## config.mk

```make
export PLATFORM = sky130hd
export DESIGN_NAME = stepper_stop_sleep
export DESIGN_NICKNAME = d
export VERILOG_FILES = /design/src/shared/stepper_ctl_pkg.sv /design/src/hw/sleep_filter.sv /design/src/hw/stepper_stop_sleep.sv
export VERILOG_INCLUDE_DIRS = /design/src /design/src/shared
export SDC_FILE = /design/constraint.sdc
export NUM_CORES = 1
export LEC_CHECK = 0
export ABC_AREA = 1
export BUFFER_PORTS_ARGS = -buffer_cell sky130_fd_sc_hd__buf_2
export CAP_MARGIN = 10
export CORE_ASPECT_RATIO = 1.2
export CORE_MARGIN = 3
export CORE_UTILIZATION = 58
export CTS_CLUSTER_DIAMETER = 30
export CTS_CLUSTER_SIZE = 40
export DETAILED_ROUTE_END_ITERATION = 6
export PLACE_DENSITY = 0.86
export RECOVER_POWER = 100
export SYNTH_ARGS = -nofsm -noshare
export SYNTH_HDL_FRONTEND = slang
export SYNTH_SLANG_ARGS = --single-unit
```

## constraint.sdc

```tcl
create_clock -name mclk_in -period 20 [get_ports mclk_in]
set_input_delay 1 -clock mclk_in [delete_from_list [all_inputs] [get_ports mclk_in]]
set_output_delay 1 -clock mclk_in [all_outputs]
set_load 0.005 [all_outputs]
```

## src/shared/stepper_ctl_defines.svh

```systemverilog
// constants for the stop, sleep and microstep position block
// assumes a 200 MHz core clock
`ifndef STEPPER_CTL_DEFINES_SVH
`define STEPPER_CTL_DEFINES_SVH

`define CLK_PERIOD_PS 5000
`define SLEEP_FILTER_NS 30000
// least time: round up to whole cycles
`define SLEEP_FILTER_CYCLES \
   ((`SLEEP_FILTER_NS * 1000 + `CLK_PERIOD_PS - 1) / `CLK_PERIOD_PS)
`define MSPOS_W 10
`define MSPOS_RESET 10'h000
`define FULLSTEP_POS0 10'h080
`define ENC_W 32
`define ENC_RESET 32'h0000_0000
`define DEC_FRAC_LIMIT 16'h2710
`define HOLD_DELAY_W 4
`define HOLD_TICK_CYCLES 20'h3_ffff

`endif

```

## src/shared/stepper_ctl_pkg.sv

```systemverilog
// types for the stop, sleep and microstep position block
// assumes the defines header is compiled alongside
package stepper_ctl_pkg;

   typedef enum logic [3:0] {
      MRES_256 = 4'h0,
      MRES_128 = 4'h1,
      MRES_64 = 4'h2,
      MRES_32 = 4'h3,
      MRES_16 = 4'h4,
      MRES_8 = 4'h5,
      MRES_4 = 4'h6,
      MRES_2 = 4'h7,
      MRES_1 = 4'h8
   } mres_t;

   typedef struct packed {
      logic step_halt_en;
      logic decimal_mode;
      mres_t mres;
      logic [4:0] standstill_current;
      logic [3:0] hold_ramp_delay;
      logic [31:0] enc_scale;
   } config_t;

   typedef enum logic [2:0] {
      ST_OFF = 3'b001,
      ST_RUN = 3'b010,
      ST_HOLD = 3'b100
   } drive_state_t;

endpackage

```

## src/hw/sleep_filter.sv

```systemverilog
// sleep/reset pin filter: synchronises the pin and reports low time
// assumes the pin is asynchronous to mclk_in
`timescale 1ns/1ps
`include "stepper_ctl_defines.svh"

module sleep_filter (
   // clock and power-up reset
   input wire logic mclk_in,
   input wire logic rst_b_in,
   // pin
   input wire logic sleep_reset_pin_in,
   // status
   output logic pin_low_out,
   output logic long_low_out
);

   localparam int CNT_W = 13;
   localparam logic [CNT_W-1:0] LIMIT =
      CNT_W'(`SLEEP_FILTER_CYCLES);

   logic sync1;
   logic sync2;
   logic [CNT_W-1:0] cnt;
   logic long_low;
   logic [CNT_W-1:0] next_cnt;
   logic next_long_low;

   always_comb begin
      next_cnt = cnt;
      next_long_low = long_low;
      if (sync2) begin
         next_cnt = '0;
         next_long_low = 1'b0;
      end else if (cnt < LIMIT) begin
         next_cnt = cnt + CNT_W'(1);
      end else begin
         next_long_low = 1'b1;
      end
   end

   always_ff @(posedge mclk_in or negedge rst_b_in) begin
      if (!rst_b_in) begin
         sync1 <= 1'b1;
         sync2 <= 1'b1;
         cnt <= '0;
         long_low <= 1'b0;
      end else begin
         sync1 <= sleep_reset_pin_in;
         sync2 <= sync1;
         cnt <= next_cnt;
         long_low <= next_long_low;
      end
   end

   assign pin_low_out = ~sync2;
   assign long_low_out = long_low;

endmodule

```

## src/hw/stepper_stop_sleep.sv

```systemverilog
// stop, sleep/reset and microstep position logic of a stepper driver
// assumes one 200 MHz clock; all pins are asynchronous and synchronised
// Operation
// bridge disable pin high turns all bridge transistors off, freewheel
// with halt flag set, encoder A high stops stepping into hold state
// sleep pin low beyond 30 us resets chip, shown on diag outputs
// sleep pin low pulses under 30 us are ignored
// sleep pin held low keeps device in standby, supplies off
// reset and standby restore defaults and keep bridges off
// host reprograms after reset, ideally with bridges disabled
// host avoids sleep or reset while motor runs fast
// power-up clears all state including the microstep position
// position 128, 384, 640, 896 marks a fullstep position
// first fullstep after n/2 steps, then every n steps
// each step moves position by 256 over the resolution
// step with direction 0 increases the position
// position reads zero at multiples of four times resolution
// host restores phase by stepping before enabling bridges
// decimal mode: integer upper 16 bits, ten-thousandths lower 16
// signed 16.16 scale added or subtracted per quadrature edge
// microstep position is 10 bits addressing the full wave
// encoder A and bridge disable are synchronised before use
`timescale 1ns/1ps
`include "stepper_ctl_defines.svh"

module stepper_stop_sleep (
   // clock and power-up reset
   input wire logic mclk_in,
   input wire logic rst_b_in,
   // pins from the host
   input wire logic bridge_disable_pin_in,
   input wire logic sleep_reset_pin_in,
   input wire logic step_in,
   input wire logic dir_in,
   input wire logic encoder_a_input_in,
   input wire logic encoder_b_in,
   // configuration written by the host
   input wire logic cfg_we_in,
   input wire stepper_ctl_pkg::config_t cfg_in,
   // bridge control
   output logic bridge_on_out,
   output logic hold_current_out,
   output logic [4:0] current_level_out,
   // status
   output logic [9:0] microstep_position_out,
   output logic fullstep_out,
   output logic [31:0] enc_count_out,
   output logic standby_out,
   output logic diag_reset_out,
   output stepper_ctl_pkg::drive_state_t state_out
);

   localparam logic [4:0] RUN_CURRENT = 5'h1f;

   // two-stage synchronisers for asynchronous pins
   logic [4:0] sync1;
   logic [4:0] sync2;
   logic [4:0] sync3;
   logic dis_s;
   logic encoder_a_input_s;
   logic encb_s;
   logic step_s;
   logic dir_s;
   logic step_rise;
   logic encoder_a_input_edge;
   logic encb_edge;

   logic pin_low;
   logic long_low;
   logic soft_rst;

   stepper_ctl_pkg::config_t cfg;
   stepper_ctl_pkg::config_t next_cfg;
   stepper_ctl_pkg::drive_state_t state;
   stepper_ctl_pkg::drive_state_t next_state;
   logic [`MSPOS_W-1:0] mspos;
   logic [`MSPOS_W-1:0] next_mspos;
   logic [`MSPOS_W-1:0] step_inc;
   logic [31:0] enc;
   logic [31:0] next_enc;
   logic [31:0] scale_bin;
   logic [19:0] tick;
   logic [19:0] next_tick;
   logic [3:0] hold_cnt;
   logic [3:0] next_hold_cnt;
   logic halted;

   sleep_filter u_sleep_filter (
      .mclk_in(mclk_in),
      .rst_b_in(rst_b_in),
      .sleep_reset_pin_in(sleep_reset_pin_in),
      .pin_low_out(pin_low),
      .long_low_out(long_low)
   );

   // short lows never reach the core state
   assign soft_rst = long_low; // see

   always_ff @(posedge mclk_in or negedge rst_b_in) begin
      if (!rst_b_in) begin
         sync1 <= 5'h01;
         sync2 <= 5'h01;
         sync3 <= 5'h01;
      end else begin
         sync1 <= {dir_in, step_in, encoder_b_in, encoder_a_input_in,
            bridge_disable_pin_in};
         sync2 <= sync1;
         sync3 <= sync2;
      end
   end

   assign dis_s = sync2[0];
   assign encoder_a_input_s = sync2[1];
   assign encb_s = sync2[2];
   assign step_s = sync2[3];
   assign dir_s = sync2[4];
   assign step_rise = step_s & ~sync3[3];
   assign encoder_a_input_edge = encoder_a_input_s ^ sync3[1];
   assign encb_edge = encb_s ^ sync3[2];

   assign halted = cfg.step_halt_en & encoder_a_input_s;

   // step is 1 << resolution code; unused codes fall back to finest
   always_comb begin
      if (cfg.mres > stepper_ctl_pkg::MRES_1) begin
         step_inc = 10'h001;
      end else begin
         step_inc = 10'h001 << cfg.mres;
      end
   end

   // decimal fraction is scaled to 1/65536 units before accumulation
   always_comb begin
      logic [31:0] frac;
      frac = 32'h0000_0000;
      if (cfg.decimal_mode) begin
         frac = (32'(cfg.enc_scale[15:0]) << 16) / 32'h0000_2710;
         scale_bin = {cfg.enc_scale[31:16], frac[15:0]};
      end else begin
         scale_bin = cfg.enc_scale;
      end
   end

   always_comb begin
      next_cfg = cfg;
      next_mspos = mspos;
      next_enc = enc;
      next_state = state;
      next_tick = tick + 20'h0_0001;
      next_hold_cnt = hold_cnt;
      if (soft_rst) begin
         // reset and standby clear everything, bridges off
         next_cfg = '0; // see
         next_mspos = `MSPOS_RESET;
         next_enc = `ENC_RESET;
         next_state = stepper_ctl_pkg::ST_OFF;
         next_tick = '0;
         next_hold_cnt = '0;
      end else begin
         if (cfg_we_in) begin
            next_cfg = cfg_in;
         end
         // position counts even with bridges off so phase can be restored
         if (step_rise && !halted) begin
            if (!dir_s) begin
               next_mspos = mspos + step_inc; // see
            end else begin
               next_mspos = mspos - step_inc;
            end
         end
         if (encoder_a_input_edge || encb_edge) begin
            // direction from quadrature phase, scale is signed 16.16
            if (encoder_a_input_edge ^ (encoder_a_input_s == encb_s)) begin
               next_enc = enc + scale_bin;
            end else begin
               next_enc = enc - scale_bin;
            end
         end
         case (state)
            stepper_ctl_pkg::ST_OFF: begin
               if (!dis_s) begin
                  next_state = stepper_ctl_pkg::ST_RUN;
               end
            end
            stepper_ctl_pkg::ST_RUN: begin
               if (dis_s) begin
                  next_state = stepper_ctl_pkg::ST_OFF;
               end else if (halted) begin
                  next_state = stepper_ctl_pkg::ST_HOLD;
                  next_hold_cnt = cfg.hold_ramp_delay;
                  next_tick = '0;
               end
            end
            stepper_ctl_pkg::ST_HOLD: begin
               if (dis_s) begin
                  next_state = stepper_ctl_pkg::ST_OFF;
               end else if (!halted) begin
                  next_state = stepper_ctl_pkg::ST_RUN;
               end else if (tick == `HOLD_TICK_CYCLES) begin
                  next_tick = '0;
                  if (hold_cnt != 4'h0) begin
                     next_hold_cnt = hold_cnt - 4'h1;
                  end
               end
            end
            default: begin
               next_state = stepper_ctl_pkg::ST_OFF;
            end
         endcase
      end
   end

   always_ff @(posedge mclk_in or negedge rst_b_in) begin
      if (!rst_b_in) begin
         cfg <= '0;
         mspos <= `MSPOS_RESET; // see
         enc <= `ENC_RESET;
         state <= stepper_ctl_pkg::ST_OFF;
         tick <= '0;
         hold_cnt <= '0;
         bridge_on_out <= 1'b0;
         hold_current_out <= 1'b0;
         current_level_out <= 5'h00;
         fullstep_out <= 1'b0;
         standby_out <= 1'b0;
         diag_reset_out <= 1'b1;
      end else begin
         cfg <= next_cfg;
         mspos <= next_mspos;
         enc <= next_enc;
         state <= next_state;
         tick <= next_tick;
         hold_cnt <= next_hold_cnt;
         // pin checked directly so disable acts even mid-transition
         bridge_on_out <= (next_state != stepper_ctl_pkg::ST_OFF) &&
            !dis_s && !soft_rst; // see
         hold_current_out <= next_state == stepper_ctl_pkg::ST_HOLD;
         if (next_state == stepper_ctl_pkg::ST_HOLD &&
            next_hold_cnt == 4'h0) begin
            current_level_out <= next_cfg.standstill_current;
         end else if (next_state == stepper_ctl_pkg::ST_OFF) begin
            current_level_out <= 5'h00;
         end else begin
            current_level_out <= RUN_CURRENT;
         end
         // low byte 0x80 covers 128/384/640/896
         fullstep_out <=
            next_mspos[7:0] == 8'(`FULLSTEP_POS0);
         standby_out <= soft_rst && pin_low;
         diag_reset_out <= soft_rst;
      end
   end

   // zero at multiples of four full steps since mod 1024 wraps there
   assign microstep_position_out = mspos;
   assign enc_count_out = enc;
   assign state_out = state;

endmodule

```

==> results of run 1 <==
## worst max-delay path, delay by kind of cell (launching register included)
family / cells / cell delay, ns
compound gates: 18 / 2.91
simple gates: 111 / 11.06
flops: 1 / 0.41
xor+xnor: 2 / 0.33
buf+inv: 38 / 2.48
fa+ha+maj: 12 / 3.12
## timing repair
item	4_1_cts	5_1_grt
gates resized for setup	36	193
pin swaps	41	153
setup endpoints to repair	10	13
buffers inserted	48	78
gates cloned	6	3
## layer usage
layer / GRT usage [%] / share of wire [%]
met4: 15.43 / 5.5
met3: 4.523 / 6.3
met1: 34.03 / 37
met2: 55.83 / 51
met5: 0 / 0.070
## per-stage QoR
stage	setup slack (ns)	hold slack [ns]	util, %	setup TNS [ns]
after floorplan	-0.07225	0.3312	-	-0.1019
after global placement	-0.2841	0.3329	64.00	-0.5395
after detailed placement	-1.070	0.3460	64.00	-5.175
after CTS	0.006890	0.3561	67.73	0
after global routing	-1.741	0.3633	71.54	-9.559
final	-0.5857	0.3557	71.54	-1.486
## cells in the final DEF (no fill, tap or decap), drive strengths merged, types with 58 or more instances in the layout
cell    count
nand4      58
nand2    1037
nor2      322
ha         58
a21oi      82
inv       389
clkbuf     58
buf       294
xor2       82
dfrtp     149
nand3     330
o21ai     170
## sequential cells by signal, indices dropped and copies added (netlist names), 3 cells and up
name / count
cfg: 47
enc_count_out: 32
tick: 20
u_sleep_filter.cnt: 13
microstep_position_out: 10
current_level_out: 5
sync1: 5
sync2: 5
hold_cnt: 4
state_out: 3
sync3: 3
## synth_stat cells, types with 30 or more instances
cell type,n
nand2_1,685
inv_1,335
nand3_1,246
nor2_1,219
nand2_2,195
dfrtp_1,149
o21ai_0,146
nand2_4,134
xor2_1,81
a21oi_1,69
nand3_2,64
ha_1,58
nand4_1,53
nor2_2,47
nor2_4,43
inv_2,41
nor3_1,30
## path summary, 6_finish.rpt
check,startpoint,endpoint,cells after the start
min reg2reg,sync1[0]$_DFF_PN1_,sync2[0]$_DFF_PN1_,0
min in group asynchronous,rst_b_in,standby_out$_DFF_PN0_,1
max in group asynchronous,rst_b_in,cfg[5]$_DFFE_PN0P_,2
min,sync1[0]$_DFF_PN1_,sync2[0]$_DFF_PN1_,0
max,cfg[7]$_DFFE_PN0P_,enc_count_out[31]$_DFFE_PN0P_,181
max reg2reg,cfg[7]$_DFFE_PN0P_,enc_count_out[31]$_DFFE_PN0P_,181
## kinds of logic after synthesis
logic type      synth area share (%)
compound gates                 10.09
buf+inv                        10.42
simple gates                   52.24
flops                          19.28
fa+ha+maj                      3.799
xor+xnor                       4.172
## cell type report
cell class / instances / area [sq um] / area share (%)
inverters: 406 / 1683 / 6.885
flip-flops and latches: 155 / 3886 / 15.90
repair buffers: 333 / 2338 / 9.567
well taps: 456 / 570.5 / 2.334
clock buffers: 19 / 442.9 / 1.812
clock inverters: 13 / 214.0 / 0.8753
multi-input cells: 2299 / 15310 / 62.63
==> results.ini, run 1 <==
[outcome]
outcome = complete, but fails checks
violations = design-rule violations, max-capacitance violations, max-slew violations, negative setup slack

[job]
cap_violations = 1

[clocking]
clk_pin_slew_ns = 0.06
htreeDepth = 4
ctsHoldBuffers = 0
root_buffer = clkbuf_16
cts_tree = done
cts.sinks = 155
numCtsBuffers = 17
worst_skew_pair.late_latency_ns = 0.43
clk_path_buf_depth = 2

[place]
globalplace.congestion = 0.9754
dp_hpwl_um = 44050
io_buffer_count = 110
placedCellCount = 3514
place_area_sq_mm = 0.02186

[critical_path]
timing.critical_path.mode_cell = nand2_4
crit_type = register to register
r2r_setup_slack_ns = -0.59
required_ns = 20.32
end_kind = register
crit_path_start_kind = register
crit_fanout = 8
cp_slowest_cell = dfrtp_1
cp_slowest_stage_delay_ns = 0.41
critical_path_arrival_ns = 20.91

[synth]
synth_cell_type_count = 76
synth_seq_area_share_pct = 19.28
synth-main-ff-cell = dfrtp_1
syn_nets = 3020
synth-async-reset-ratio_pct = 100.0
synth.cell_area_sq_mm = 0.02016
synth_cells = 2904
yosysWarnings = 0
synth_top_area_share_pct = 18.50
synth_area_leader_cell = dfrtp_1
ys_ff_latch = 155
avgSynthCellArea_sq_um = 6.941
synth.top_cells.by_area = dfrtp_1 18%, nand2_1 13%, nand2_4 7.5%, inv_1 6.2%, nand3_1 6.1%
synth_edf_count = 0

[layout]
area_growth_pct = 21.27
fin_cells = 3681
drive_gt1_share_pct = 34.91
nFillCells = 2466
final_cell_area_sq_mm = 0.02444
antenna_cells = 0
nets = 3328

[sta]
finalHoldViolCount = 0
drv_slew = 77
min_period_ns = 20.59
relSlewSlack_pct = -166.4
setup_violations = 3
timing.final.ws_setup_ns = -0.5857
worst_pin_slew_ns = 3.996
rsz0062_at_grt = yes
timing.fmax_ghz = 0.04858
post-route-period-util_pct = 102.9
fin_worst_skew_ns = 0.01040

[route]
dr_total_vias = 21170
drt_iter0_drc = 1791
ant_nets = 0
routedWlPerCell_um = 16.60
vias_per_cell = 5.752
drc = 1
wl_um = 61090
first_pass_iters = 7

[global_routing]
grt_max_degree = 81
grt_pass1_vias = 20370
antenna_found_initial = 4
grt_overflow = 0
grtUsageTotal_pct = 30.44
grt_pass1_wl_um = 95180

[die]
io-pin-count = 111
die_w_um = 176.2
die_y_um = 210.2
die_area_sq_mm = 0.03703
core_area_sq_mm = 0.03417
initial_utilization_pct = 58.99
rows = 74

[worst_hold_path]
hp-class = register to register

Power of run 1 is not shown: default switching activity piles up to over one toggle a cycle in this logic, so the estimate is an artifact.
==> inputs of run 2 (changes only) <==
Settings changed: CORE_ASPECT_RATIO 1.2 to 2.
==> run 2 against run 1 <==
Against the previous run:
- the run ends with max-capacitance violations, max-slew violations, negative setup slack left
- count of clock-buffer cells in the layout up 1
- die area rose by 0.34%
- first-iteration DRC count fell by 13%
- critical endpoint unchanged
==> results.ini, run 2 (synthesis gave the netlist of run 1 again) <==
[outcome]
outcome = complete, but fails checks
violations = max-capacitance violations, max-slew violations, negative setup slack

[layout]
layout_common_cells = 627 x nand2_1, 306 x inv_1, 225 x nand3_1
fin_cells = 3705  ; +0.65%
final_cell_area_sq_mm = 0.02484  ; +1.6%
final_util_pct = 72.30  ; +0.76 points
final_common_cell = nand2_1
nets = 3363  ; +1.1%
top_register = cfg
area_growth_pct = 23.23
drive_gt1_share_pct = 36.44  ; +1.5 points
largest_register_ffs = 47  ; unchanged

[clocking]
numCtsBuffers = 17  ; unchanged
htreeDepth = 4  ; unchanged
root_buffer = clkbuf_16
ctsHoldBuffers = 0  ; unchanged
clk_pin_slew_ns = 0.07  ; about the same
worst_skew_pair.late_latency_ns = 0.44  ; about the same
cts.sinks = 155  ; unchanged
clk_path_buf_depth = 2  ; unchanged
cts_tree = done

[critical_path]
timing.critical_path.mode_cell = nand2_4
critical_path_arrival_ns = 21.39  ; +0.48 ns
end_kind = register
crit_path_start_kind = register
required_ns = 20.33  ; about the same
crit_type = register to register
crit_fanout = 10  ; +2
cp_slowest_stage_delay_ns = 0.51  ; +0.10 ns
cp_slowest_cell = xor2_1
crit_family = simple AND/OR/NAND/NOR gates
crit_buf_inv = 36  ; -5.3%

[global_routing]
grt_pass1_wl_um = 103700  ; +9.0%
grt_pass1_vias = 21840  ; +7.2%
grtUsageTotal_pct = 34.55  ; +4.1 points
grt_max_degree = 83  ; +2.5%
antenna_found_initial = 4  ; unchanged
grt_overflow = 0  ; unchanged

[die]
core_area_sq_mm = 0.03435  ; +0.55%
initial_utilization_pct = 58.67  ; -0.32 points
rows = 96  ; +30%
die_area_sq_mm = 0.03716  ; +0.34%
die_w_um = 137.8  ; -22%
die_y_um = 269.6  ; +28%
io-pin-count = 111  ; unchanged

[sta]
worst_pin_slew_ns = 4.153  ; +0.1577 ns
fin_worst_skew_ns = 0.01250  ; +0.002102 ns
post-route-period-util_pct = 105.3  ; +2.4 points
setup_tns_ns = -5.138  ; -3.652 ns
relSlewSlack_pct = -176.9  ; -11 points
finalHoldViolCount = 0  ; unchanged
timing.final.ws_setup_ns = -1.064  ; -0.4784 ns
min_period_ns = 21.06  ; +0.4784 ns
setup_violations = 9  ; +6
timing.fmax_ghz = 0.04747  ; -2.3%
drv_slew = 158  ; +110%
rsz0062_at_grt = yes

[place]
io_buffer_count = 110  ; unchanged
place_area_sq_mm = 0.02203  ; +0.75%
placedCellCount = 3520  ; +0.17%
globalplace.congestion = 1.008  ; +3.4%
dp_hpwl_um = 48790  ; +11%

[route]
routedWlPerCell_um = 19.26  ; +16%
drc = 0  ; -1
first_pass_iters = 5  ; -2
wl_um = 71370  ; +17%
vias_per_cell = 6.010  ; +4.5%
dr_total_vias = 22270  ; +5.2%
ant_nets = 0  ; unchanged
drt_iter0_drc = 1563  ; -13%

[worst_hold_path]
hp-class = register to register

[job]
cap_violations = 2  ; +1

-- run 2: cell type report --
cell class | instances | area, sq um
multi-input combinational | 2301 | 15450
fill | 2473 | 9515
sequential | 155 | 3886
timing repair buffer | 366 | 2700
inverter | 406 | 1668
tap | 441 | 551.8
clock buffer | 20 | 456.7
clock inverter | 12 | 113.9
antenna | 4 | 10.01
-- run 2: worst paths after layout --
| kind | startpoint | to | slack, ns | cells past startpoint |
|---|---|---|---|---|
| max | cfg[7]$_DFFE_PN0P_ | enc_count_out[31]$_DFFE_PN0P_ | -1.06 | 174 |
| min | sync1[4]$_DFF_PN0_ | sync2[4]$_DFF_PN0_ | 0.35 | 0 |
| max reg2reg | cfg[7]$_DFFE_PN0P_ | enc_count_out[31]$_DFFE_PN0P_ | -1.06 | 174 |
| min reg2reg | sync1[4]$_DFF_PN0_ | sync2[4]$_DFF_PN0_ | 0.35 | 0 |
| max in group asynchronous | rst_b_in | hold_cnt[2]$_DFF_PN0_ | 12.51 | 2 |
| min in group asynchronous | rst_b_in | enc_count_out[26]$_DFFE_PN0P_ | 2.00 | 1 |
-- run 2: through the flow --
step	hold WS [ns]	setup slack, ns
final	0.3546	-1.064
after global routing	0.3534	-2.267
after CTS	0.3548	0.004235
after detailed placement	0.3385	-0.6186
after global placement	0.3327	-0.1182
after floorplan	0.3312	-0.07225
-- run 2: worst reg2reg max path, delay by kind of cell, from the launching register on --
kind                       cells  cell delay, ns
and+or+nand+nor              114           12.55
xor gates and xnor gates       3            0.85
adders and majority gates      7            1.64
buffers and inverters         36            3.34
AOI/OAI and AO/OA             14            2.10
DFF                            1            0.42
-- run 2: what timing repair did --
action,in CTS,in global routing
cloned,9,3
gates resized for setup,35,216
buffers inserted,30,107
pin swaps,33,192
endpoints found under the setup margin,7,16
-- run 2: layer usage --
| metal | vias to the layer above | global-route usage [%] | share of wire, % | routed length [um] |
|---|---|---|---|---|
| met5 | - | 0 | 0 | 0 |
| met4 | 0 | 32.80 | 12 | 8695 |
| met3 | 594 | 6.852 | 7.0 | 4989 |
| met2 | 1209 | 61.78 | 50 | 35780 |
| met1 | 10400 | 30.83 | 31 | 21900 |
| li1 | 10060 | - | - | - |
Power of run 2 is left out for the same reason.
